**config.mk**
```make
export PLATFORM = sky130hd
export DESIGN_NAME = fsq_host
export DESIGN_NICKNAME = d
export VERILOG_FILES = /design/src/fsq_pkg.sv /design/src/fsq_bus_cycle.sv /design/src/fsq_host.sv
export SDC_FILE = /design/constraint.sdc
export NUM_CORES = 1
export LEC_CHECK = 0
export ABC_CLOCK_PERIOD_IN_PS = 9200
export CORE_ASPECT_RATIO = 1.75
export CORE_MARGIN = 3
export CORE_UTILIZATION = 30
export DETAILED_ROUTE_END_ITERATION = 10
export DONT_BUFFER_PORTS = 1
export PLACE_DENSITY = 0.5
export SKIP_LAST_GASP = 1
export SLEW_MARGIN = 5
export SYNTH_ARGS = -nofsm -noshare
export SYNTH_HDL_FRONTEND = slang
export SYNTH_SLANG_ARGS = --single-unit
```
**constraint.sdc**
```tcl
create_clock -name clk -period 9.2 [get_ports clk]
set_input_delay 1.84 -clock clk [delete_from_list [all_inputs] [get_ports clk]]
set_output_delay 1.84 -clock clk [all_outputs]
set_load 0.05 [all_outputs]
```
**src/fsq_pkg.sv**
```systemverilog
// Constants for the host-side flash operation sequencer.
// Assumes a 40 MHz system clock and an asynchronous two-bank NOR flash.
package fsq_pkg;
  localparam int CLK_MHZ = 40;
  localparam int CLK_PERIOD_NS = 25;
  // Pin timings as printed, in their own units
  localparam int READ_LATENCY_NS = 30;
  localparam int ACCESS_NS = 90;
  localparam int RESET_LOW_US = 2;
  localparam int RESET_RECOVERY_NS = 150;
  localparam int WRITE_PULSE_NS = 60;
  localparam int WRITE_HIGH_NS = 30;
  localparam int BUSY_DELAY_NS = 90;
  localparam int SUSPEND_US = 15;
  localparam int PROGRAM_MAX_MS = 80;
  localparam int ERASE_MAX_MS = 600;
  // Least times round up
  localparam int READ_LAT_CYC =
    (READ_LATENCY_NS + CLK_PERIOD_NS - 1) / CLK_PERIOD_NS;
  localparam int ACCESS_CYC = (ACCESS_NS + CLK_PERIOD_NS - 1) / CLK_PERIOD_NS;
  localparam int RESET_LOW_CYC = RESET_LOW_US * CLK_MHZ;
  localparam int RECOVERY_CYC =
    (RESET_RECOVERY_NS + CLK_PERIOD_NS - 1) / CLK_PERIOD_NS;
  localparam int WR_PULSE_CYC =
    (WRITE_PULSE_NS + CLK_PERIOD_NS - 1) / CLK_PERIOD_NS;
  localparam int WR_HIGH_CYC = (WRITE_HIGH_NS + CLK_PERIOD_NS - 1) / CLK_PERIOD_NS;
  localparam int BUSY_CYC = (BUSY_DELAY_NS + CLK_PERIOD_NS - 1) / CLK_PERIOD_NS;
  localparam int SUSPEND_CYC = SUSPEND_US * CLK_MHZ;
  localparam longint PROGRAM_CYC = longint'(PROGRAM_MAX_MS) * 1000 * CLK_MHZ;
  localparam longint ERASE_CYC = longint'(ERASE_MAX_MS) * 1000 * CLK_MHZ;
  // Command codes
  localparam logic [7:0] CMD_READ_ARRAY = 8'hff;
  localparam logic [7:0] CMD_READ_STATUS = 8'h70;
  localparam logic [7:0] CMD_CLEAR_STATUS = 8'h50;
  localparam logic [7:0] CMD_WORD_PROGRAM = 8'h40;
  localparam logic [7:0] CMD_ERASE = 8'h20;
  localparam logic [7:0] CMD_CONFIRM = 8'hd0;
  localparam logic [7:0] CMD_SUSPEND = 8'hb0;
  localparam logic [7:0] CMD_RESUME = 8'hd0;
  localparam logic [7:0] CMD_READ_LOCK = 8'h71;
  // Status bit positions
  localparam int SR_OVERPROG = 3;
  localparam int SR_PROG_FAIL = 4;
  localparam int SR_ERASE_FAIL = 5;
  localparam int SR_SUSPEND = 6;
  localparam int SR_READY = 7;
  // Address layout: bank select is the top three address bits
  localparam int ADDR_W = 20;
  localparam int DATA_W = 16;
  localparam logic [2:0] BANK1_HI = 3'h0;
  // User operations
  typedef enum logic [2:0] {
    FSQ_OP_READ    = 3'b000,
    FSQ_OP_PROGRAM = 3'b001,
    FSQ_OP_ERASE   = 3'b010,
    FSQ_OP_SUSPEND = 3'b011,
    FSQ_OP_RESUME  = 3'b100,
    FSQ_OP_LOCK_RD = 3'b101
  } fsq_op_t;
  // Outcome codes
  typedef enum logic [2:0] {
    FSQ_RES_OK       = 3'b000,
    FSQ_RES_SEQ_ERR  = 3'b001,
    FSQ_RES_ERASE    = 3'b010,
    FSQ_RES_PROGRAM  = 3'b011,
    FSQ_RES_BLOCK    = 3'b100,
    FSQ_RES_REFUSED  = 3'b101,
    FSQ_RES_TIMEOUT  = 3'b110,
    FSQ_RES_SUSPEND  = 3'b111
  } fsq_res_t;
endpackage

```
**src/fsq_bus_cycle.sv**
```systemverilog
// One flash bus cycle: a strobed write or a gated read.
// Assumes pins feed an asynchronous flash; data input pre-synchronised.
`timescale 1ns/1ps
`default_nettype none
module fsq_bus_cycle (
  // Clock and reset
  input  wire logic                         clk,
  input  wire logic                         reset,
  // Request
  input  wire logic                         start,
  input  wire logic                         is_write,
  input  wire logic [fsq_pkg::ADDR_W-1:0]   addr,
  input  wire logic [fsq_pkg::DATA_W-1:0]   wdata,
  input  wire logic [7:0]                   pre_wait,
  output logic                              done,
  output logic [fsq_pkg::DATA_W-1:0]        rdata,
  // Pins
  input  wire logic [fsq_pkg::DATA_W-1:0]   dq_sync,
  output logic                              ce_n,
  output logic                              we_n,
  output logic                              oe_n,
  output logic [fsq_pkg::ADDR_W-1:0]        a,
  output logic [fsq_pkg::DATA_W-1:0]        dq_o,
  output logic                              dq_oe
);
  typedef enum logic [1:0] {
    FSQ_BC_IDLE = 2'b00,
    FSQ_BC_PRE  = 2'b01,
    FSQ_BC_ACT  = 2'b10,
    FSQ_BC_POST = 2'b11
  } fsq_bc_t;

  fsq_bc_t    st_q;
  logic [7:0] cnt_q;
  logic       wr_q;
  wire        cnt_zero = (cnt_q == 8'h00);
  // Read holds gate long enough for access plus two sync stages
  wire [7:0]  act_len = wr_q ? 8'(fsq_pkg::WR_PULSE_CYC)
                             : 8'(fsq_pkg::ACCESS_CYC + 2);

  always_ff @(posedge clk)
  begin
    if (reset)
    begin
      st_q  <= FSQ_BC_IDLE;
      cnt_q <= 8'h00;
      wr_q  <= 1'b0;
      done  <= 1'b0;
      rdata <= '0;
      ce_n  <= 1'b1;
      we_n  <= 1'b1;
      oe_n  <= 1'b1;
      a     <= '0;
      dq_o  <= '0;
      dq_oe <= 1'b0;
    end
    else
    begin
      done <= 1'b0;
      case (st_q)
        FSQ_BC_IDLE:
          if (start)
          begin
            wr_q  <= is_write;
            a     <= addr;
            dq_o  <= wdata;
            cnt_q <= pre_wait;
            st_q  <= FSQ_BC_PRE;
          end
        FSQ_BC_PRE:
          if (cnt_zero)
          begin
            ce_n  <= 1'b0;
            we_n  <= ~wr_q;
            oe_n  <= wr_q;
            dq_oe <= wr_q;
            cnt_q <= act_len;
            st_q  <= FSQ_BC_ACT;
          end
          else
            cnt_q <= cnt_q - 8'h01;
        FSQ_BC_ACT:
          if (cnt_zero)
          begin
            rdata <= dq_sync;
            ce_n  <= 1'b1;
            we_n  <= 1'b1;
            oe_n  <= 1'b1;
            cnt_q <= 8'(fsq_pkg::WR_HIGH_CYC);
            st_q  <= FSQ_BC_POST;
          end
          else
            cnt_q <= cnt_q - 8'h01;
        FSQ_BC_POST:
          if (cnt_zero)
          begin
            dq_oe <= 1'b0;
            done  <= 1'b1;
            st_q  <= FSQ_BC_IDLE;
          end
          else
            cnt_q <= cnt_q - 8'h01;
        default:
          st_q <= FSQ_BC_IDLE;
      endcase
    end
  end
endmodule
`default_nettype wire

```
**src/fsq_host.sv**
```systemverilog
// Host-side sequencer for a two-bank asynchronous NOR flash.
// Assumes ready_busy_n and dq come straight from the device pins.
`timescale 1ns/1ps
`default_nettype none
module fsq_host #(
  parameter longint PROGRAM_TIMEOUT = fsq_pkg::PROGRAM_CYC,
  parameter longint ERASE_TIMEOUT   = fsq_pkg::ERASE_CYC
) (
  // Clock and reset
  input  wire logic                         clk,
  input  wire logic                         reset,
  // User command port
  input  wire logic                         op_valid,
  input  wire fsq_pkg::fsq_op_t             op_code,
  input  wire logic [fsq_pkg::ADDR_W-1:0]   op_addr,
  input  wire logic [fsq_pkg::DATA_W-1:0]   op_wdata,
  output logic                              op_ready,
  output logic                              res_valid,
  output fsq_pkg::fsq_res_t                 res_code,
  output logic [fsq_pkg::DATA_W-1:0]        res_rdata,
  output logic [7:0]                        res_status,
  // Flash pins
  output logic                              reset_powerdown_n,
  output logic                              ce_n,
  output logic                              we_n,
  output logic                              oe_n,
  output logic [fsq_pkg::ADDR_W-1:0]        a,
  output logic [fsq_pkg::DATA_W-1:0]        dq_o,
  output logic                              dq_oe,
  input  wire logic [fsq_pkg::DATA_W-1:0]   dq_i,
  input  wire logic                         ready_busy_n
);
  typedef enum logic [3:0] {
    FSQ_RESET    = 4'h0,
    FSQ_RECOVER  = 4'h1,
    FSQ_IDLE     = 4'h2,
    FSQ_CMD1     = 4'h3,
    FSQ_CMD2     = 4'h4,
    FSQ_BUSYWAIT = 4'h5,
    FSQ_POLLCMD  = 4'h6,
    FSQ_POLLRD   = 4'h7,
    FSQ_CLEAR    = 4'h8,
    FSQ_RDCMD    = 4'h9,
    FSQ_RDDATA   = 4'ha,
    FSQ_DONE     = 4'hb
  } fsq_state_t;

  // Outcome of a finished status word
  function automatic fsq_pkg::fsq_res_t judge(input logic [7:0] sr);
    if (sr[fsq_pkg::SR_PROG_FAIL] && sr[fsq_pkg::SR_ERASE_FAIL])
      judge = fsq_pkg::FSQ_RES_SEQ_ERR;
    else if (sr[fsq_pkg::SR_ERASE_FAIL])
      judge = fsq_pkg::FSQ_RES_ERASE;
    else if (sr[fsq_pkg::SR_PROG_FAIL])
      judge = fsq_pkg::FSQ_RES_PROGRAM;
    else if (sr[fsq_pkg::SR_OVERPROG])
      judge = fsq_pkg::FSQ_RES_BLOCK;
    else
      judge = fsq_pkg::FSQ_RES_OK;
  endfunction

  // Two-stage synchronisers for pin inputs
  logic [fsq_pkg::DATA_W-1:0] dq_s1_q, dq_s2_q;
  logic                       rb_s1_q, rb_s2_q;
  always_ff @(posedge clk)
  begin
    dq_s1_q <= dq_i;
    dq_s2_q <= dq_s1_q;
    rb_s1_q <= ready_busy_n;
    rb_s2_q <= rb_s1_q;
  end

  fsq_state_t                 st_q;
  logic [31:0]                cnt_q;
  fsq_pkg::fsq_op_t           op_q;
  logic [fsq_pkg::ADDR_W-1:0] addr_q;
  logic [fsq_pkg::DATA_W-1:0] wdata_q;
  logic                       bc_start, bc_write, bc_done;
  logic [fsq_pkg::ADDR_W-1:0] bc_addr;
  logic [fsq_pkg::DATA_W-1:0] bc_wdata, bc_rdata;
  logic [7:0]                 bc_pre;
  logic                       busy_q;

  wire in_bank1 = (op_addr[fsq_pkg::ADDR_W-1 -: 3] == fsq_pkg::BANK1_HI);
  wire bad_prog = (op_code == fsq_pkg::FSQ_OP_PROGRAM) && !in_bank1;
  wire two_cycle = (op_q == fsq_pkg::FSQ_OP_PROGRAM) ||
                   (op_q == fsq_pkg::FSQ_OP_ERASE);
  wire [7:0] cmd1 =
    (op_q == fsq_pkg::FSQ_OP_PROGRAM) ? fsq_pkg::CMD_WORD_PROGRAM :
    (op_q == fsq_pkg::FSQ_OP_ERASE)   ? fsq_pkg::CMD_ERASE :
    (op_q == fsq_pkg::FSQ_OP_SUSPEND) ? fsq_pkg::CMD_SUSPEND :
    (op_q == fsq_pkg::FSQ_OP_RESUME)  ? fsq_pkg::CMD_RESUME :
    (op_q == fsq_pkg::FSQ_OP_LOCK_RD) ? fsq_pkg::CMD_READ_LOCK :
                                        fsq_pkg::CMD_READ_ARRAY;
  wire [31:0] op_limit =
    (op_q == fsq_pkg::FSQ_OP_ERASE)   ? 32'(ERASE_TIMEOUT) :
    (op_q == fsq_pkg::FSQ_OP_SUSPEND) ? 32'(fsq_pkg::SUSPEND_CYC) :
                                        32'(PROGRAM_TIMEOUT);
  wire [7:0] sr = bc_rdata[7:0];
  wire engine_idle = sr[fsq_pkg::SR_READY];
  wire halted = engine_idle || sr[fsq_pkg::SR_SUSPEND];

  // Bus cycle issue, decoded from the state
  assign bc_start = (st_q == FSQ_CMD1 || st_q == FSQ_CMD2 ||
                     st_q == FSQ_POLLCMD || st_q == FSQ_POLLRD ||
                     st_q == FSQ_CLEAR || st_q == FSQ_RDCMD ||
                     st_q == FSQ_RDDATA) && !busy_q;
  assign bc_write = (st_q != FSQ_POLLRD) && (st_q != FSQ_RDDATA);
  // Suspend, resume, status go to the target bank address
  assign bc_addr = addr_q;
  assign bc_wdata =
    (st_q == FSQ_CMD1)    ? {8'h00, cmd1} :
    (st_q == FSQ_CMD2)    ? ((op_q == fsq_pkg::FSQ_OP_ERASE) ?
                             {8'h00, fsq_pkg::CMD_CONFIRM} : wdata_q) :
    (st_q == FSQ_POLLCMD) ? {8'h00, fsq_pkg::CMD_READ_STATUS} :
    (st_q == FSQ_CLEAR)   ? {8'h00, fsq_pkg::CMD_CLEAR_STATUS} :
                            {8'h00, fsq_pkg::CMD_READ_ARRAY};
  // Read after a read-array or lock command waits out the latency
  assign bc_pre = (st_q == FSQ_RDDATA) ?
                  8'(fsq_pkg::READ_LAT_CYC) : 8'h00;

  assign op_ready = (st_q == FSQ_IDLE);

  fsq_bus_cycle u_cycle (
    .clk      (clk),
    .reset    (reset),
    .start    (bc_start),
    .is_write (bc_write),
    .addr     (bc_addr),
    .wdata    (bc_wdata),
    .pre_wait (bc_pre),
    .done     (bc_done),
    .rdata    (bc_rdata),
    .dq_sync  (dq_s2_q),
    .ce_n     (ce_n),
    .we_n     (we_n),
    .oe_n     (oe_n),
    .a        (a),
    .dq_o     (dq_o),
    .dq_oe    (dq_oe)
  );

  always_ff @(posedge clk)
  begin
    if (reset)
    begin
      st_q <= FSQ_RESET;
      cnt_q <= 32'h0;
      busy_q <= 1'b0;
      op_q <= fsq_pkg::FSQ_OP_READ;
      addr_q <= '0;
      wdata_q <= '0;
      reset_powerdown_n <= 1'b0;
      res_valid <= 1'b0;
      res_code <= fsq_pkg::FSQ_RES_OK;
      res_rdata <= '0;
      res_status <= 8'h00;
    end
    else
    begin
      res_valid <= 1'b0;
      if (bc_start)
        busy_q <= 1'b1;
      else if (bc_done)
        busy_q <= 1'b0;
      case (st_q)
        FSQ_RESET:
          if (cnt_q == 32'(fsq_pkg::RESET_LOW_CYC))
          begin
            reset_powerdown_n <= 1'b1;
            cnt_q <= 32'h0;
            st_q <= FSQ_RECOVER;
          end
          else
            cnt_q <= cnt_q + 32'h1;
        FSQ_RECOVER:
          if (cnt_q == 32'(fsq_pkg::RECOVERY_CYC))
            st_q <= FSQ_IDLE;
          else
            cnt_q <= cnt_q + 32'h1;
        FSQ_IDLE:
          if (op_valid)
          begin
            op_q <= op_code;
            addr_q <= op_addr;
            wdata_q <= op_wdata;
            if (bad_prog)
            begin
              res_code <= fsq_pkg::FSQ_RES_REFUSED;
              st_q <= FSQ_DONE;
            end
            else if (op_code == fsq_pkg::FSQ_OP_READ)
              st_q <= FSQ_RDCMD;
            else
              st_q <= FSQ_CMD1;
          end
        FSQ_CMD1:
          if (bc_done)
          begin
            cnt_q <= 32'h0;
            if (two_cycle)
              st_q <= FSQ_CMD2;
            else if (op_q == fsq_pkg::FSQ_OP_LOCK_RD)
              st_q <= FSQ_RDDATA;
            else if (op_q == fsq_pkg::FSQ_OP_SUSPEND)
              st_q <= FSQ_POLLCMD;
            else
            begin
              res_code <= fsq_pkg::FSQ_RES_OK;
              st_q <= FSQ_DONE;
            end
          end
        FSQ_CMD2:
          if (bc_done)
          begin
            cnt_q <= 32'h0;
            st_q <= FSQ_BUSYWAIT;
          end
        FSQ_BUSYWAIT:
        begin
          // Give ready_busy_n time to fall before trusting it
          cnt_q <= cnt_q + 32'h1;
          if (cnt_q > 32'(fsq_pkg::BUSY_CYC + 2) && rb_s2_q)
            st_q <= FSQ_POLLCMD;
          else if (cnt_q >= op_limit)
            st_q <= FSQ_POLLCMD;
        end
        FSQ_POLLCMD:
          if (bc_done)
            st_q <= FSQ_POLLRD;
        FSQ_POLLRD:
          if (bc_done)
          begin
            res_status <= sr;
            if (halted)
            begin
              res_code <= (op_q == fsq_pkg::FSQ_OP_SUSPEND) ?
                          fsq_pkg::FSQ_RES_SUSPEND : judge(sr);
              st_q <= FSQ_CLEAR;
            end
            else if (cnt_q >= op_limit)
            begin
              res_code <= fsq_pkg::FSQ_RES_TIMEOUT;
              st_q <= FSQ_DONE;
            end
            else
            begin
              cnt_q <= cnt_q + 32'h10;
              st_q <= FSQ_POLLCMD;
            end
          end
          else
            cnt_q <= cnt_q + 32'h1;
        FSQ_CLEAR:
          if (bc_done)
            st_q <= FSQ_DONE;
        FSQ_RDCMD:
          if (bc_done)
            st_q <= FSQ_RDDATA;
        FSQ_RDDATA:
          if (bc_done)
          begin
            res_rdata <= bc_rdata;
            res_code <= fsq_pkg::FSQ_RES_OK;
            st_q <= FSQ_DONE;
          end
        FSQ_DONE:
        begin
          res_valid <= 1'b1;
          st_q <= FSQ_IDLE;
        end
        default:
          st_q <= FSQ_IDLE;
      endcase
    end
  end
  // Device-side lockout is invisible here; a timeout reports it.
endmodule
`default_nettype wire

```
======== Yosys cells after proc, flatten, opt, wreduce, memory -nomap -nowiden ========
Cells that the tools add are included.
word-level totals
  logic and storage cells ................. 201
  register bits ........................... 207
  bits of input ports ..................... 59
cells by class
  eq/ne operators ......................... 49
  reductions and logical operators ........ 41
  order comparisons ....................... 2
  bitwise gates (word level) .............. 2
  add/sub/neg operators ................... 3
  muxes and demuxes ....................... 78
operators with widths
  kind                                                 count
  two-way mux 32 bit                                   6
  case mux 32 bit (5 select lines)                     1
  two-way mux 8 bit                                    11
  two-way mux 4 bit                                    18
  two-way mux 16 bit                                   3
  two-way mux 3 bit                                    16
  case mux 4 bit (10 select lines)                     1
  adder 32 x 1 -> 32 bit, second input constant        1
  adder 32 x 5 -> 32 bit, second input constant        1
  == test 32 x 3 -> 1 bit, second input constant       1
  == test 32 x 7 -> 1 bit, second input constant       1
  greater-or-equal comparator 32 x 25 -> 1 bit         1
  > comparator 32 x 3 -> 1 bit, second input constant  1
  case mux 8 bit (4 select lines)                      1
  two-way mux 25 bit                                   1
  != test 2 x 1 -> 1 bit, second input constant        12
  two-way mux 22 bit                                   1
  AND reduction 10 bit                                 2
  != test 2 bit, second input constant                 9
  == test 4 x 3 -> 1 bit, second input constant        4
  == test 4 bit, second input constant                 4
  AND reduction 2 bit                                  7
  case mux 3 bit (4 select lines)                      1
  two-way mux 2 bit                                    5
  30 further kinds                                     66

======== Logic depth before layout (Yosys ltp) ========
Gate-level depths: netlist of run 1.
  word-level depth ........................ 10
  gate-level depth with buffers ........... 13

======== Hierarchy ========
A second synthesis of run 1 with hierarchy kept.
second synthesis, totals
  cell total of the unflattened synthesis .. 1205
  area total of the unflattened synthesis .. 9527.9 um2
by module, submodules not included
  module         sequential area each (um2)  area each (um2)  cells an instance  times used
  fsq_host       2782.7                      6721.4           855                1
  fsq_bus_cycle  1361.3                      2806.4           350                1

======== Worst setup path before layout of run 1 ========
No wires, ideal clock.
  path kind ............................... register -> output
  start ................................... reg st_q[2]
  end ..................................... out op_ready
  stages on the path, launching flop included .. 4
  path buffers ............................ 2
  data arrival time ....................... 1.883 ns
  slack ................................... 5.477 ns
  cell sequence ........................... dfxtp_1 > clkbuf_1 > buf_1 > nor3_1
between the ends
  longest elaborated chain between the ends .. 1
ends and longest elaborated chain
  what                      RTL line         source
  start: declaration        fsq_host.sv:73   fsq_state_t st_q;
  start signal: assignment  fsq_host.sv:147  st_q <= FSQ_RESET;
  start signal: assignment  fsq_host.sv:172  st_q <= FSQ_RECOVER;
  start signal: assignment  fsq_host.sv:178  st_q <= FSQ_IDLE;
  == test 4 x 2 -> 1 bit    fsq_host.sv:122  assign op_ready = (st_q == FSQ_IDLE);
  end: declaration          fsq_host.sv:17   output logic op_ready,
No other way between the ends.

======== Final worst setup path of run 1 ========
  start ................................... reg op_q[2]
  end ..................................... reg cnt_q[14]
between the ends
  longest elaborated chain between the ends .. 6
ends and longest elaborated chain
  what                                              RTL line         source
  start: declaration                                fsq_host.sv:75   fsq_pkg::fsq_op_t op_q;
  start signal: assignment                          fsq_host.sv:150  op_q <= fsq_pkg::FSQ_OP_READ;
  start signal: assignment                          fsq_host.sv:184  op_q <= op_code;
  == test 3 x 2 -> 1 bit                            fsq_host.sv:97   (op_q == fsq_pkg::FSQ_OP_SUSPEND) ? 32'(fsq_pkg::SUSPEND_CYC) :
  two-way mux 22 bit                                fsq_host.sv:97
  two-way mux 25 bit (*)                            fsq_host.sv:96   (op_q == fsq_pkg::FSQ_OP_ERASE) ? 32'(ERASE_TIMEOUT) :
  greater-or-equal comparator 32 x 25 -> 1 bit (*)  fsq_host.sv:241  else if (cnt_q >= op_limit)
  != test 3 bit (no line) (*)                       n/a
  AND reduction 5 bit (no line) (*)                 n/a
  end signal: assignment                            fsq_host.sv:222  cnt_q <= cnt_q + 32'h1;
  end signal: assignment                            fsq_host.sv:248  cnt_q <= cnt_q + 32'h10;
  end signal: assignment                            fsq_host.sv:253  cnt_q <= cnt_q + 32'h1;
  end: declaration                                  fsq_host.sv:74   logic [31:0] cnt_q;
Mark *: on every way between the ends. The rest lies on a longest branch, timed or not.
A chain may end at the register's enable or synchronous reset.

==> results.md, run 1 <==
* Cell Area, Placed at 9400 µm²
* Via density per instance at 5.33
* Worst Slack Setup Final at 4.83 ns
* Via count at 7946
* Initial antenna violation count at 1
* GRT Total Usage at 0.168
* Share of layout cells above drive strength 1 at 0.0542
* RD Place Congestion at 0.884
* CP Launch Point: op_q[2]$_SDFFE_PP0P_
* Peak supply drop at 167 µV
* Hold Crit Class: flop to flop
* DR DRC count at 0
* Starting DRC count in detailed routing at 616
* Num rows at 83
* Netlist cell types at 73
* Clock Tree Buf Depth at 3
* Layout Skew at 0.0100 ns
* Number of enable flip-flop cells after synthesis at 0
* Synth Flop Type: dfxtp_1
* Power per cell area at 252 nW/µm²
* Cell area after layout at 10100 µm²
* Leakage at 3.35 nW
* Total chip power at 2.55 mW
* Crit. End Element: flop
* CTS tree: yes
* Grt total ovfl at 0
* Startpoint Class: flop
* Clk root buf: clkbuf_16
* Worst EP arrival at 4.79 ns
* Final cell count without fillers at 1491
* Worst skew pair latency at 0.51 ns
* Max Cap Viol at 0
* Outcome: completed
* CTS H-Tree Depth at 1
* Post-Syn Nets at 1222
* Final worst path period need at 4.37 ns
* Commonest cells after routing, fill and taps aside: nand2_1 (262), dfxtp_1 (207), a21oi_1 (150)
* Gate Count Post-Synth at 1132
* Hold path start: dq_s1_q[8]$_DFF_P_
* Fin. Hold Viols at 0
* R2R Path End: cnt_q[14]$_SDFFE_PP0P_
* # fillers at 3179
* Synth Register Bits at 207
* HPWL after detailed placement at 19600 µm
* Die height at 237 µm
* Relative slew margins at 0.303
* Core Footprint at 29700 µm²
* Sequential fraction of the synthesis area at 0.454
* Final worst-path cycle share at 0.475
* Syn Area/Cell at 8.06 µm²
* Fmax at 0.229 GHz
* Worst EP required at 9.61 ns
* FF-to-FF Start: op_q[2]$_SDFFE_PP0P_
* Worst Hold End: dq_s2_q[8]$_DFF_P_
* Setup Viol. Count Final at 0
* Final Slew Violations at 0
* Routed Antenna Nets at 0
* Slowest cell on crit path: o31a_1
* CTS Hold Bufs at 0
* Fin nets at 1183
* Setup WS pre-CTS at 4.93 ns
* # Post-CTS Setup Buffers at 0
* Critical path's most frequent cell: ha_1
* Multi-input logic area at 4610 µm²
* IO Pins at 129
* Synth Cell Area at 9120 µm²
* Crit path cell chain: inv_1, ha_1, ha_1, a21o_1, a211oi_1, o211ai_1, a2111oi_4, o31a_1, nand4_1, o31ai_1
* Initial core utilization at 0.307
* Setup TNS Final at 0 ns
* Die X-Extent at 138 µm
* Placed instance count at 1453
* Routed len/inst at 18.6 µm
* CTS buffer count at 20
* Buffers on Ports at 0
* CTS sink count at 207
* Commonest non-fill, non-tap cell in the layout: nand2_1
* Die area at 32600 µm²
* Worst r2r path cells at 10
* Post-Route WL at 27800 µm
* Largest net degree at the start of global routing at 153
* Layout area overhead at 10.8%
* Worst hold slack at 0.324 ns
* RSZ-0062 raised after global routing: false
* Global-route wire length before repair at 44100 µm
* Crit Path Max Fanout at 23
* Worst-Margin Slew at 1.05 ns
* Critical setup path kind: flop to flop
* Ys async rst share at 0
* Reg clk slew, reported paths at 0.07 ns
* CP bufs+invs at 1
* CP top delay family: compound AO/OA/AOI/OAI gates
* Cts repair resizes at 0
* Reg-to-reg slack, setup at 4.83 ns
* WHS Path Cells at 0
* Max stage delay on crit path at 0.83 ns
* Ys Warns at 0
* Post-layout util at 0.340
* Vias in the first global route at 7836
* Register area at 4140 µm²
* Router iterations before antenna repair at 7
-- state kept, by name, summed over array words and instances (netlist names), 2 cells and up --
| register | cells |
|---|---|
| cnt_q | 32 |
| res_rdata | 16 |
| addr_q | 20 |
| u_cycle.st_q | 2 |
| dq_s1_q | 16 |
| res_status | 8 |
| u_cycle.cnt_q | 8 |
| u_cycle.dq_o | 16 |
| st_q | 4 |
| op_q | 3 |
| u_cycle.rdata | 16 |
| dq_s2_q | 16 |
| wdata_q | 16 |
| u_cycle.a | 20 |
| res_code | 3 |
-- cell families after synthesis --
group                    after synthesis  synth area share
flip-flops                           207             0.454
adder cells (fa/ha/maj)               31            0.0425
buffers and inverters                 99            0.0433
multiplexers                           2           0.00247
AND/OR/NAND/NOR                      458             0.225
AO/OA/AOI/OAI                        324             0.222
XOR/XNOR                              11            0.0106
-- layout make-up --
cell class                      count  share of cell area
Multi-Input combinational cell    826               0.456
Sequential cell                   207               0.410
Clock buffer                       30              0.0583
Tap cell                          382              0.0473
Inverter                           31              0.0115
Clock inverter                      6              0.0113
Timing Repair Buffer                7             0.00520
Antenna cell                        2            0.000495
-- worst reg2reg max path, stage by stage (launching register included) --
cell       delay (ns)
dfxtp_1          0.49
inv_1            0.20
ha_1             0.35
ha_1             0.33
a21o_1           0.18
a211oi_1         0.31
o211ai_1         0.22
a2111oi_4        0.52
o31a_1           0.83
nand4_1          0.49
o31ai_1          0.35
-- where the power goes --
group / internal [mW] / switching (mW) / leakage (nW)
clock: 0.530 / 0.355 / 0.334
combinational: 0.192 / 0.385 / 1.33
sequential: 0.961 / 0.125 / 1.68
-- per-layer routing --
layer  global-route usage  vias to the layer above  wire (µm)
li1                     -                     3911          -
met1                0.184                     3758      10300
met2                0.311                      211      15000
met3               0.0298                       66       1420
met4               0.0734                        0       1040
met5                    0                        -          0
-- synth_stat cells, types with 8 or more instances --
master | number | area share
a31oi_1 | 15 | 0.010
nand3_1 | 28 | 0.015
nor2_1 | 63 | 0.026
nor4_1 | 8 | 0.0055
nand4_1 | 9 | 0.0062
and2_1 | 11 | 0.0075
a211oi_1 | 19 | 0.016
o31ai_1 | 10 | 0.0082
and3_1 | 11 | 0.0075
nand2_1 | 263 | 0.11
o21ai_0 | 50 | 0.027
clkbuf_1 | 53 | 0.022
a21oi_1 | 150 | 0.082
inv_1 | 29 | 0.012
nor3_1 | 28 | 0.015
ha_1 | 31 | 0.043
dfxtp_1 | 207 | 0.45
-- worst max-delay path by stage --
stage | end | slack (ns) | cells after the start
after detailed placement | cnt_q[18]$_SDFFE_PP0P_ | 4.93 | 10
after global placement | cnt_q[18]$_SDFFE_PP0P_ | 5.04 | 10
final | cnt_q[14]$_SDFFE_PP0P_ | 4.83 | 10
after floorplan | op_ready | 5.48 | 3
after CTS | cnt_q[14]$_SDFFE_PP0P_ | 4.91 | 10
after global routing | cnt_q[18]$_SDFFE_PP0P_ | 4.50 | 10
Power figures use the tool's default switching activity.
==> run 2, diff against run 1 <==
--- a/config.mk
+++ b/config.mk
@@ -5,13 +5,14 @@
 export SDC_FILE = /design/constraint.sdc
 export NUM_CORES = 1
 export LEC_CHECK = 0
-export ABC_CLOCK_PERIOD_IN_PS = 9200
+export ABC_AREA = 1
+export ABC_CLOCK_PERIOD_IN_PS = 3790
 export CORE_ASPECT_RATIO = 1.75
 export CORE_MARGIN = 3
 export CORE_UTILIZATION = 30
 export DETAILED_ROUTE_END_ITERATION = 10
 export DONT_BUFFER_PORTS = 1
-export PLACE_DENSITY = 0.5
+export PLACE_DENSITY = 0.51
 export SKIP_LAST_GASP = 1
 export SLEW_MARGIN = 5
 export SYNTH_ARGS = -nofsm -noshare
==> constraint.sdc (replaced) <==
create_clock -name clk -period 3.79 [get_ports clk]
set_input_delay 0.758 -clock clk [delete_from_list [all_inputs] [get_ports clk]]
set_output_delay 0.758 -clock clk [all_outputs]
set_load 0.05 [all_outputs]
==> results.md, run 2 <==
* Reg with most FFs: cnt_q
* Routed Antenna Nets at 0 (unchanged)
* Reg clk slew, reported paths at 0.07 ns (about the same)
* Crit. End Element: flop
* Layout area overhead at 9.70%
* Worst EP arrival at 3.49 ns (-1.30 ns)
* Final worst path period need at 3.02 ns (-1.35 ns)
* Share of layout cells above drive strength 1 at 0.109 (+0.0552)
* Final Slew Violations at 0 (unchanged)
* Max reg flops at 32 (unchanged)
* Die X-Extent at 146 µm (+6.2%)
* Xor/xnor share of the synthesized area at 0.0245 (+0.0140)
* Routed len/inst at 17.7 µm (-5.0%)
* Synth Cell Area at 10300 µm² (+13%)
* Layout Skew at 0.0296 ns (+0.0196 ns)
* DR DRC count at 0 (unchanged)
* Critical setup path kind: flop to flop
* Worst EP required at 4.26 ns (-5.35 ns)
* Setup TNS Final at 0 ns (unchanged)
* Initial core utilization at 0.306 (-0.00145)
* Largest area contributor in the netlist: dfxtp_1
* # Post-CTS Setup Buffers at 0 (unchanged)
* Fin nets at 1477 (+25%)
* Commonest cells post-synth: nand2_1 (218), dfxtp_1 (207), nor2_1 (190)
* Final worst-path cycle share at 0.797 (+0.321)
* GRT Total Usage at 0.172 (+0.00329)
* Hold Crit Class: input port to flop
* Global-route wire length before repair at 50800 µm (+15%)
* Die area at 36900 µm² (+13%)
* RSZ-0062 raised after global routing: false
* Fin. Hold Viols at 0 (unchanged)
* Count leader, synth: nand2_1
* Gate Count Post-Synth at 1412 (+25%)
* Area share of the largest cell type after synthesis at 0.400 (-0.0538)
* Peak supply drop at 424 µV (+150%)
* Post-synthesis adder-cell area fraction at 0.0375 (-0.00504)
* IO Pins at 129 (unchanged)
* Largest net degree at the start of global routing at 106 (-31%)
* Outcome: completed
* Mux cell area share after synthesis at 0 (-0.00247)
* Max Cap Viol at 0 (unchanged)
* Grt total ovfl at 0 (unchanged)
* Netlist cell types at 59 (-19%)
* Synth Flop Type: dfxtp_1
* # fillers at 3708 (+17%)
* Post-Route WL at 32800 µm (+18%)
* Power per cell area at 443 nW/µm² (+76%)
* Setup Viol. Count Final at 0 (unchanged)
* Via count at 9299 (+17%)
* Die height at 252 µm (+6.3%)
* Sequential fraction of the synthesis area at 0.400 (-0.0538)
* Synth top area cells: dfxtp_1 (40%), nand2_1 (7.9%), nor2_1 (6.9%), a21oi_1 (6.5%), nand3_1 (5.0%)
* Fmax at 0.331 GHz (+45%)
* Worst-Margin Slew at 0.715 ns (-0.330 ns)
* Synth Register Bits at 207 (unchanged)
* Number of enable flip-flop cells after synthesis at 0 (unchanged)
* CTS H-Tree Depth at 1 (unchanged)
* Clock Tree Buf Depth at 3 (unchanged)
* Synth Area in Simple Gates at 0.275 (+0.0506)
* WHS Path Cells at 0 (unchanged)
* Startpoint Class: flop
* Compound-gate portion of the synthesized area at 0.176 (-0.0464)
* Router iterations before antenna repair at 5 (-2)
* Reg-to-reg slack, setup at 0.77 ns (-4.06 ns)
* Worst skew pair latency at 0.52 ns (about the same)
* Via density per instance at 5.02 (-5.9%)
* FF-to-FF Start: op_q[1]$_SDFFE_PP0P_
* Ys async rst share at 0 (unchanged)
* Relative slew margins at 0.522 (+0.219)
* Ant. Diodes at 0 (-2)
* Worst Hold End: dq_s1_q[11]$_DFF_P_
* CP Launch Point: op_q[1]$_SDFFE_PP0P_
* Core Footprint at 33900 µm² (+14%)
* Num rows at 89 (+7.2%)
* Commonest cells after routing, fill and taps aside: nand2_1 (218), dfxtp_1 (207), nor2_1 (190)
* Leakage at 4.31 nW (+28%)
* Biggest regs: cnt_q: 32 flops, addr_q: 20 flops, u_cycle.a: 20 flops
* CTS sink count at 207 (unchanged)
* Vias in the first global route at 9029 (+15%)
* CTS buffer count at 21 (+5.0%)
* Starting DRC count in detailed routing at 517 (-16%)
* Worst r2r path cells at 21 (+11)
* CTS tree: yes
* Largest family of logic cells by synthesized area: simple AND/OR/NAND/NOR gates
* Initial antenna violation count at 0 (-1)
* RD Place Congestion at 1.00 (+14%)
* Buffers on Ports at 0 (unchanged)
* Crit Path Max Fanout at 28 (+22%)
* Clk root buf: clkbuf_16
* Cts repair resizes at 0 (unchanged)
* Syn Area/Cell at 7.33 µm² (-9.1%)
* R2R Path End: cnt_q[20]$_SDFFE_PP0P_
* CTS Hold Bufs at 0 (unchanged)
* HPWL after detailed placement at 24100 µm (+23%)
* Ys Warns at 0 (unchanged)
* Hold path start: dq_i[11]
* Total chip power at 5.03 mW (+98%)
* Post-Syn Nets at 1502 (+23%)
* Commonest non-fill, non-tap cell in the layout: nand2_1
[run 2: report_power, final]
part           leakage (nW)  switching (mW)  internal, mW  total [mW]
clock network         0.303           0.909          1.05        1.96
registers              1.68           0.119          2.30        2.42
logic                  2.32           0.429         0.225       0.655
[run 2: layer usage]
metal,vias up,track usage,share of wire
li1,4596,-,-
met1,4318,0.173,0.35
met2,287,0.333,0.54
met3,98,0.0295,0.050
met4,0,0.0891,0.058
met5,-,0,0
[run 2: cell families after synthesis]
group / count (synthesis)
xor+xnor: 29
fa+ha+maj: 31
simple gates: 625
flops: 207
buf+inv: 212
compound gates: 308
[run 2: area by class of cell]
| type | count | area [µm²] | share of cell area |
|---|---|---|---|
| clock buffers | 25 | 551 | 0.0485 |
| multi-input cells | 993 | 5320 | 0.469 |
| well taps | 455 | 569 | 0.0501 |
| flip-flops and latches | 207 | 4140 | 0.365 |
| inverters | 144 | 548 | 0.0483 |
| clock inverters | 10 | 70.1 | 0.00617 |
| repair buffers | 20 | 150 | 0.0132 |
[run 2: worst max path at each step]
stage                             endpoint  slack (ns)
global placement    cnt_q[20]$_SDFFE_PP0P_        0.85
finish              cnt_q[20]$_SDFFE_PP0P_        0.77
CTS                 cnt_q[20]$_SDFFE_PP0P_        0.81
global route         cnt_q[9]$_SDFFE_PP0P_        0.47
floorplan           cnt_q[20]$_SDFFE_PP0P_        1.26
detailed placement  cnt_q[20]$_SDFFE_PP0P_        0.80
[run 2: worst max-delay path: stages (launching register included)]
cell and delay (ns):
dfxtp_1 0.47, inv_1 0.09, nor2_1 0.09, inv_1 0.07, nor2_1 0.09, buf_4 0.15
inv_1 0.10, ha_1 0.31, inv_1 0.04, o21ai_0 0.15, nand2_1 0.07, nand2_1 0.06
nand2_1 0.05, nor2_1 0.09, nand2_1 0.05, nand3_1 0.08, nand2_2 0.09, nand4_2 0.13
nand2_4 0.21, inv_4 0.36, nor2_1 0.10, nor2_2 0.11
[run 2: per-stage QoR]
step	cell area, µm²	worst slack [ns]	util	cells	hold WS (ns)
4_1_cts	11400	0.806	0.335	1854	0.234
2_1_floorplan	10300	1.26	-	1412	0.310
5_1_grt	11400	0.472	0.335	1854	0.234
3_5_place_dp	10700	0.805	0.317	1819	0.312
6_report	11400	0.770	0.335	1854	0.258
3_3_place_gp	10700	0.850	0.317	1819	0.310
==> run 3, diff against run 2 <==
--- a/config.mk
+++ b/config.mk
@@ -6,13 +6,13 @@
 export NUM_CORES = 1
 export LEC_CHECK = 0
 export ABC_AREA = 1
-export ABC_CLOCK_PERIOD_IN_PS = 3790
+export ABC_CLOCK_PERIOD_IN_PS = 3000
 export CORE_ASPECT_RATIO = 1.75
 export CORE_MARGIN = 3
 export CORE_UTILIZATION = 30
 export DETAILED_ROUTE_END_ITERATION = 10
 export DONT_BUFFER_PORTS = 1
-export PLACE_DENSITY = 0.51
+export PLACE_DENSITY = 0.5
 export SKIP_LAST_GASP = 1
 export SLEW_MARGIN = 5
 export SYNTH_ARGS = -nofsm -noshare
==> constraint.sdc (replaced) <==
create_clock -name clk -period 3 [get_ports clk]
set_input_delay 0.6 -clock clk [delete_from_list [all_inputs] [get_ports clk]]
set_output_delay 0.6 -clock clk [all_outputs]
set_load 0.05 [all_outputs]
==> results.md, run 3 (synthesized netlist as in run 2, its figures left out) <==
* Outcome: completed
* Buffers on Ports at 0 (unchanged)
* Num rows at 89 (unchanged)
* CTS tree: yes
* Commonest non-fill, non-tap cell in the layout: nand2_1
* Setup WS pre-CTS at 0.276 ns (-0.529 ns)
* Worst EP arrival at 3.17 ns (-0.32 ns)
* GRT Total Usage at 0.174 (+0.00262)
* RD Place Congestion at 0.944 (-5.9%)
* Fin. Hold Viols at 0 (unchanged)
* Crit. End Element: flop
* # Post-CTS Setup Buffers at 0 (unchanged)
* Post-Route WL at 33500 µm (+2.3%)
* Die X-Extent at 146 µm (unchanged)
* Crit Path Max Fanout at 17 (-39%)
* Commonest cells after routing, fill and taps aside: nand2_1 (218), dfxtp_1 (206), nor2_1 (190)
* Worst EP required at 3.45 ns (-0.81 ns)
* Critical setup path kind: flop to flop
* Setup Viol. Count Final at 0 (unchanged)
* Max reg flops at 32 (unchanged)
* Layout Skew at 0.0285 ns (-0.00108 ns)
* DR DRC count at 0 (unchanged)
* Startpoint Class: flop
* Final worst-path cycle share at 0.910 (+0.113)
* Met3 routed WL at 1530 µm (-7.4%)
* WL met1 at 11800 µm (+2.6%)
* Reg with most FFs: cnt_q
* Layout area overhead at 12.7%
* Worst hold slack at 0.101 ns (-0.157 ns)
* IO Pins at 129 (unchanged)
* Initial antenna violation count at 0 (unchanged)
* Biggest regs: cnt_q: 32 flops, addr_q: 20 flops, u_cycle.a: 20 flops
* CTS Hold Bufs at 0 (unchanged)
* Clock Tree Buf Depth at 3 (unchanged)
* Worst skew pair latency at 0.53 ns (about the same)
* Initial core utilization at 0.306 (unchanged)
* Crit path cell chain: inv_2, ha_1, ha_1, nand2_1, inv_1, nand2_1, nor2_1, nand2_1, nor2_1, nand4_2, nand2_2, nor2_4, nand4_2, nand2_4, buf_4, o21bai_1, nor2_1
* Fmax at 0.366 GHz (+11%)
* Met2 wire length at 17900 µm (+0.49%)
* Max stage delay on crit path at 0.44 ns (-0.03 ns)
* Die height at 252 µm (unchanged)
* Slowest cell on crit path: ha_1
* Ant. Diodes at 0 (unchanged)
* Total chip power at 6.62 mW (+31%)
* Die area at 36900 µm² (unchanged)
* Vias in the first global route at 9340 (+3.4%)
* HPWL after detailed placement at 24900 µm (+3.5%)
* Via density per instance at 4.96 (-1.1%)
* Final worst path period need at 2.73 ns (-0.292 ns)
* Share of layout cells above drive strength 1 at 0.130 (+0.0203)
* Reg clk slew, reported paths at 0.07 ns (about the same)
* Routed len/inst at 17.8 µm (+0.77%)
* Leakage at 4.50 nW (+4.5%)
* Core Footprint at 33900 µm² (unchanged)
* CTS buffer count at 21 (unchanged)
* Worst-Margin Slew at 0.705 ns (-0.00965 ns)
* Global-route wire length before repair at 51300 µm (+0.98%)
* Routed Antenna Nets at 0 (unchanged)
* Via count at 9334 (+0.38%)
* Max Cap Viol at 0 (unchanged)
* Grt total ovfl at 0 (unchanged)
* Hold Crit Class: input port to flop
* Largest net degree at the start of global routing at 106 (unchanged)
* CTS H-Tree Depth at 1 (unchanged)
* Relative slew margins at 0.518 (-0.00457)
* CTS sink count at 207 (unchanged)
* Max layer used: met4
* Setup TNS Final at 0 ns (unchanged)
* Power per cell area at 567 nW/µm² (+28%)
* Peak supply drop at 464 µV (+9.5%)
* Fin nets at 1505 (+1.9%)
* Router iterations before antenna repair at 5 (unchanged)
* Final Slew Violations at 0 (unchanged)
* Worst Slack Setup Final at 0.271 ns (-0.498 ns)
* RSZ-0062 raised after global routing: false
* Starting DRC count in detailed routing at 515 (-0.39%)
* Clk root buf: clkbuf_16
run 3: timing repair:
action	CTS	global route
endpoints found under the hold margin	0	0
gates resized for setup	0	2
setup endpoints to repair	0	20
run 3: worst paths after layout:
path	slack [ns]	to	cells after the start	start
hold / removal	0.10	dq_s1_q[0]$_DFF_P_	0	dq_i[0]
setup reg to reg	0.27	cnt_q[5]$_SDFFE_PP0P_	17	op_q[2]$_SDFFE_PP0P_
setup / recovery	0.27	cnt_q[5]$_SDFFE_PP0P_	17	op_q[2]$_SDFFE_PP0P_
hold reg to reg	0.32	dq_s2_q[14]$_DFF_P_	0	dq_s1_q[14]$_DFF_P_
run 3: critical path, delay by kind of cell (launching register included):
family | cells | cell delay, ns
AO/OA/AOI/OAI | 1 | 0.10
adder cells (fa/ha/maj) | 2 | 0.77
buffers and inverters | 3 | 0.50
flip-flops | 1 | 0.36
AND/OR/NAND/NOR | 11 | 0.91
run 3: layout make-up:
cell class / instances / area [µm²]
fill: 3670 / 22200
multi-input combinational: 993 / 5320
timing repair buffer: 48 / 373
sequential: 207 / 4150
clock inverter: 11 / 139
clock buffer: 24 / 567
tap: 455 / 569
inverter: 144 / 551
run 3: power breakdown:
group | leakage [nW] | switching [mW] | internal [mW]
sequential | 1.68 | 0.149 | 2.91
clock | 0.347 | 1.12 | 1.61
combinational | 2.47 | 0.543 | 0.284
total | 4.50 | 1.81 | 4.81
run 3: layer usage:
metal  global-route usage  vias up
met5                    0        -
met4                0.113        0
met3               0.0296      106
met2                0.334      239
met1                0.170     4343
li1                     -     4646
run 3: through the flow:
| step | instances | utilization | area (µm²) |
|---|---|---|---|
| floorplan | 1412 | - | 10300 |
| global placement | 1847 | 0.324 | 11000 |
| detailed placement | 1847 | 0.324 | 11000 |
| CTS | 1882 | 0.344 | 11700 |
| global route | 1882 | 0.345 | 11700 |
| finish | 1882 | 0.345 | 11700 |
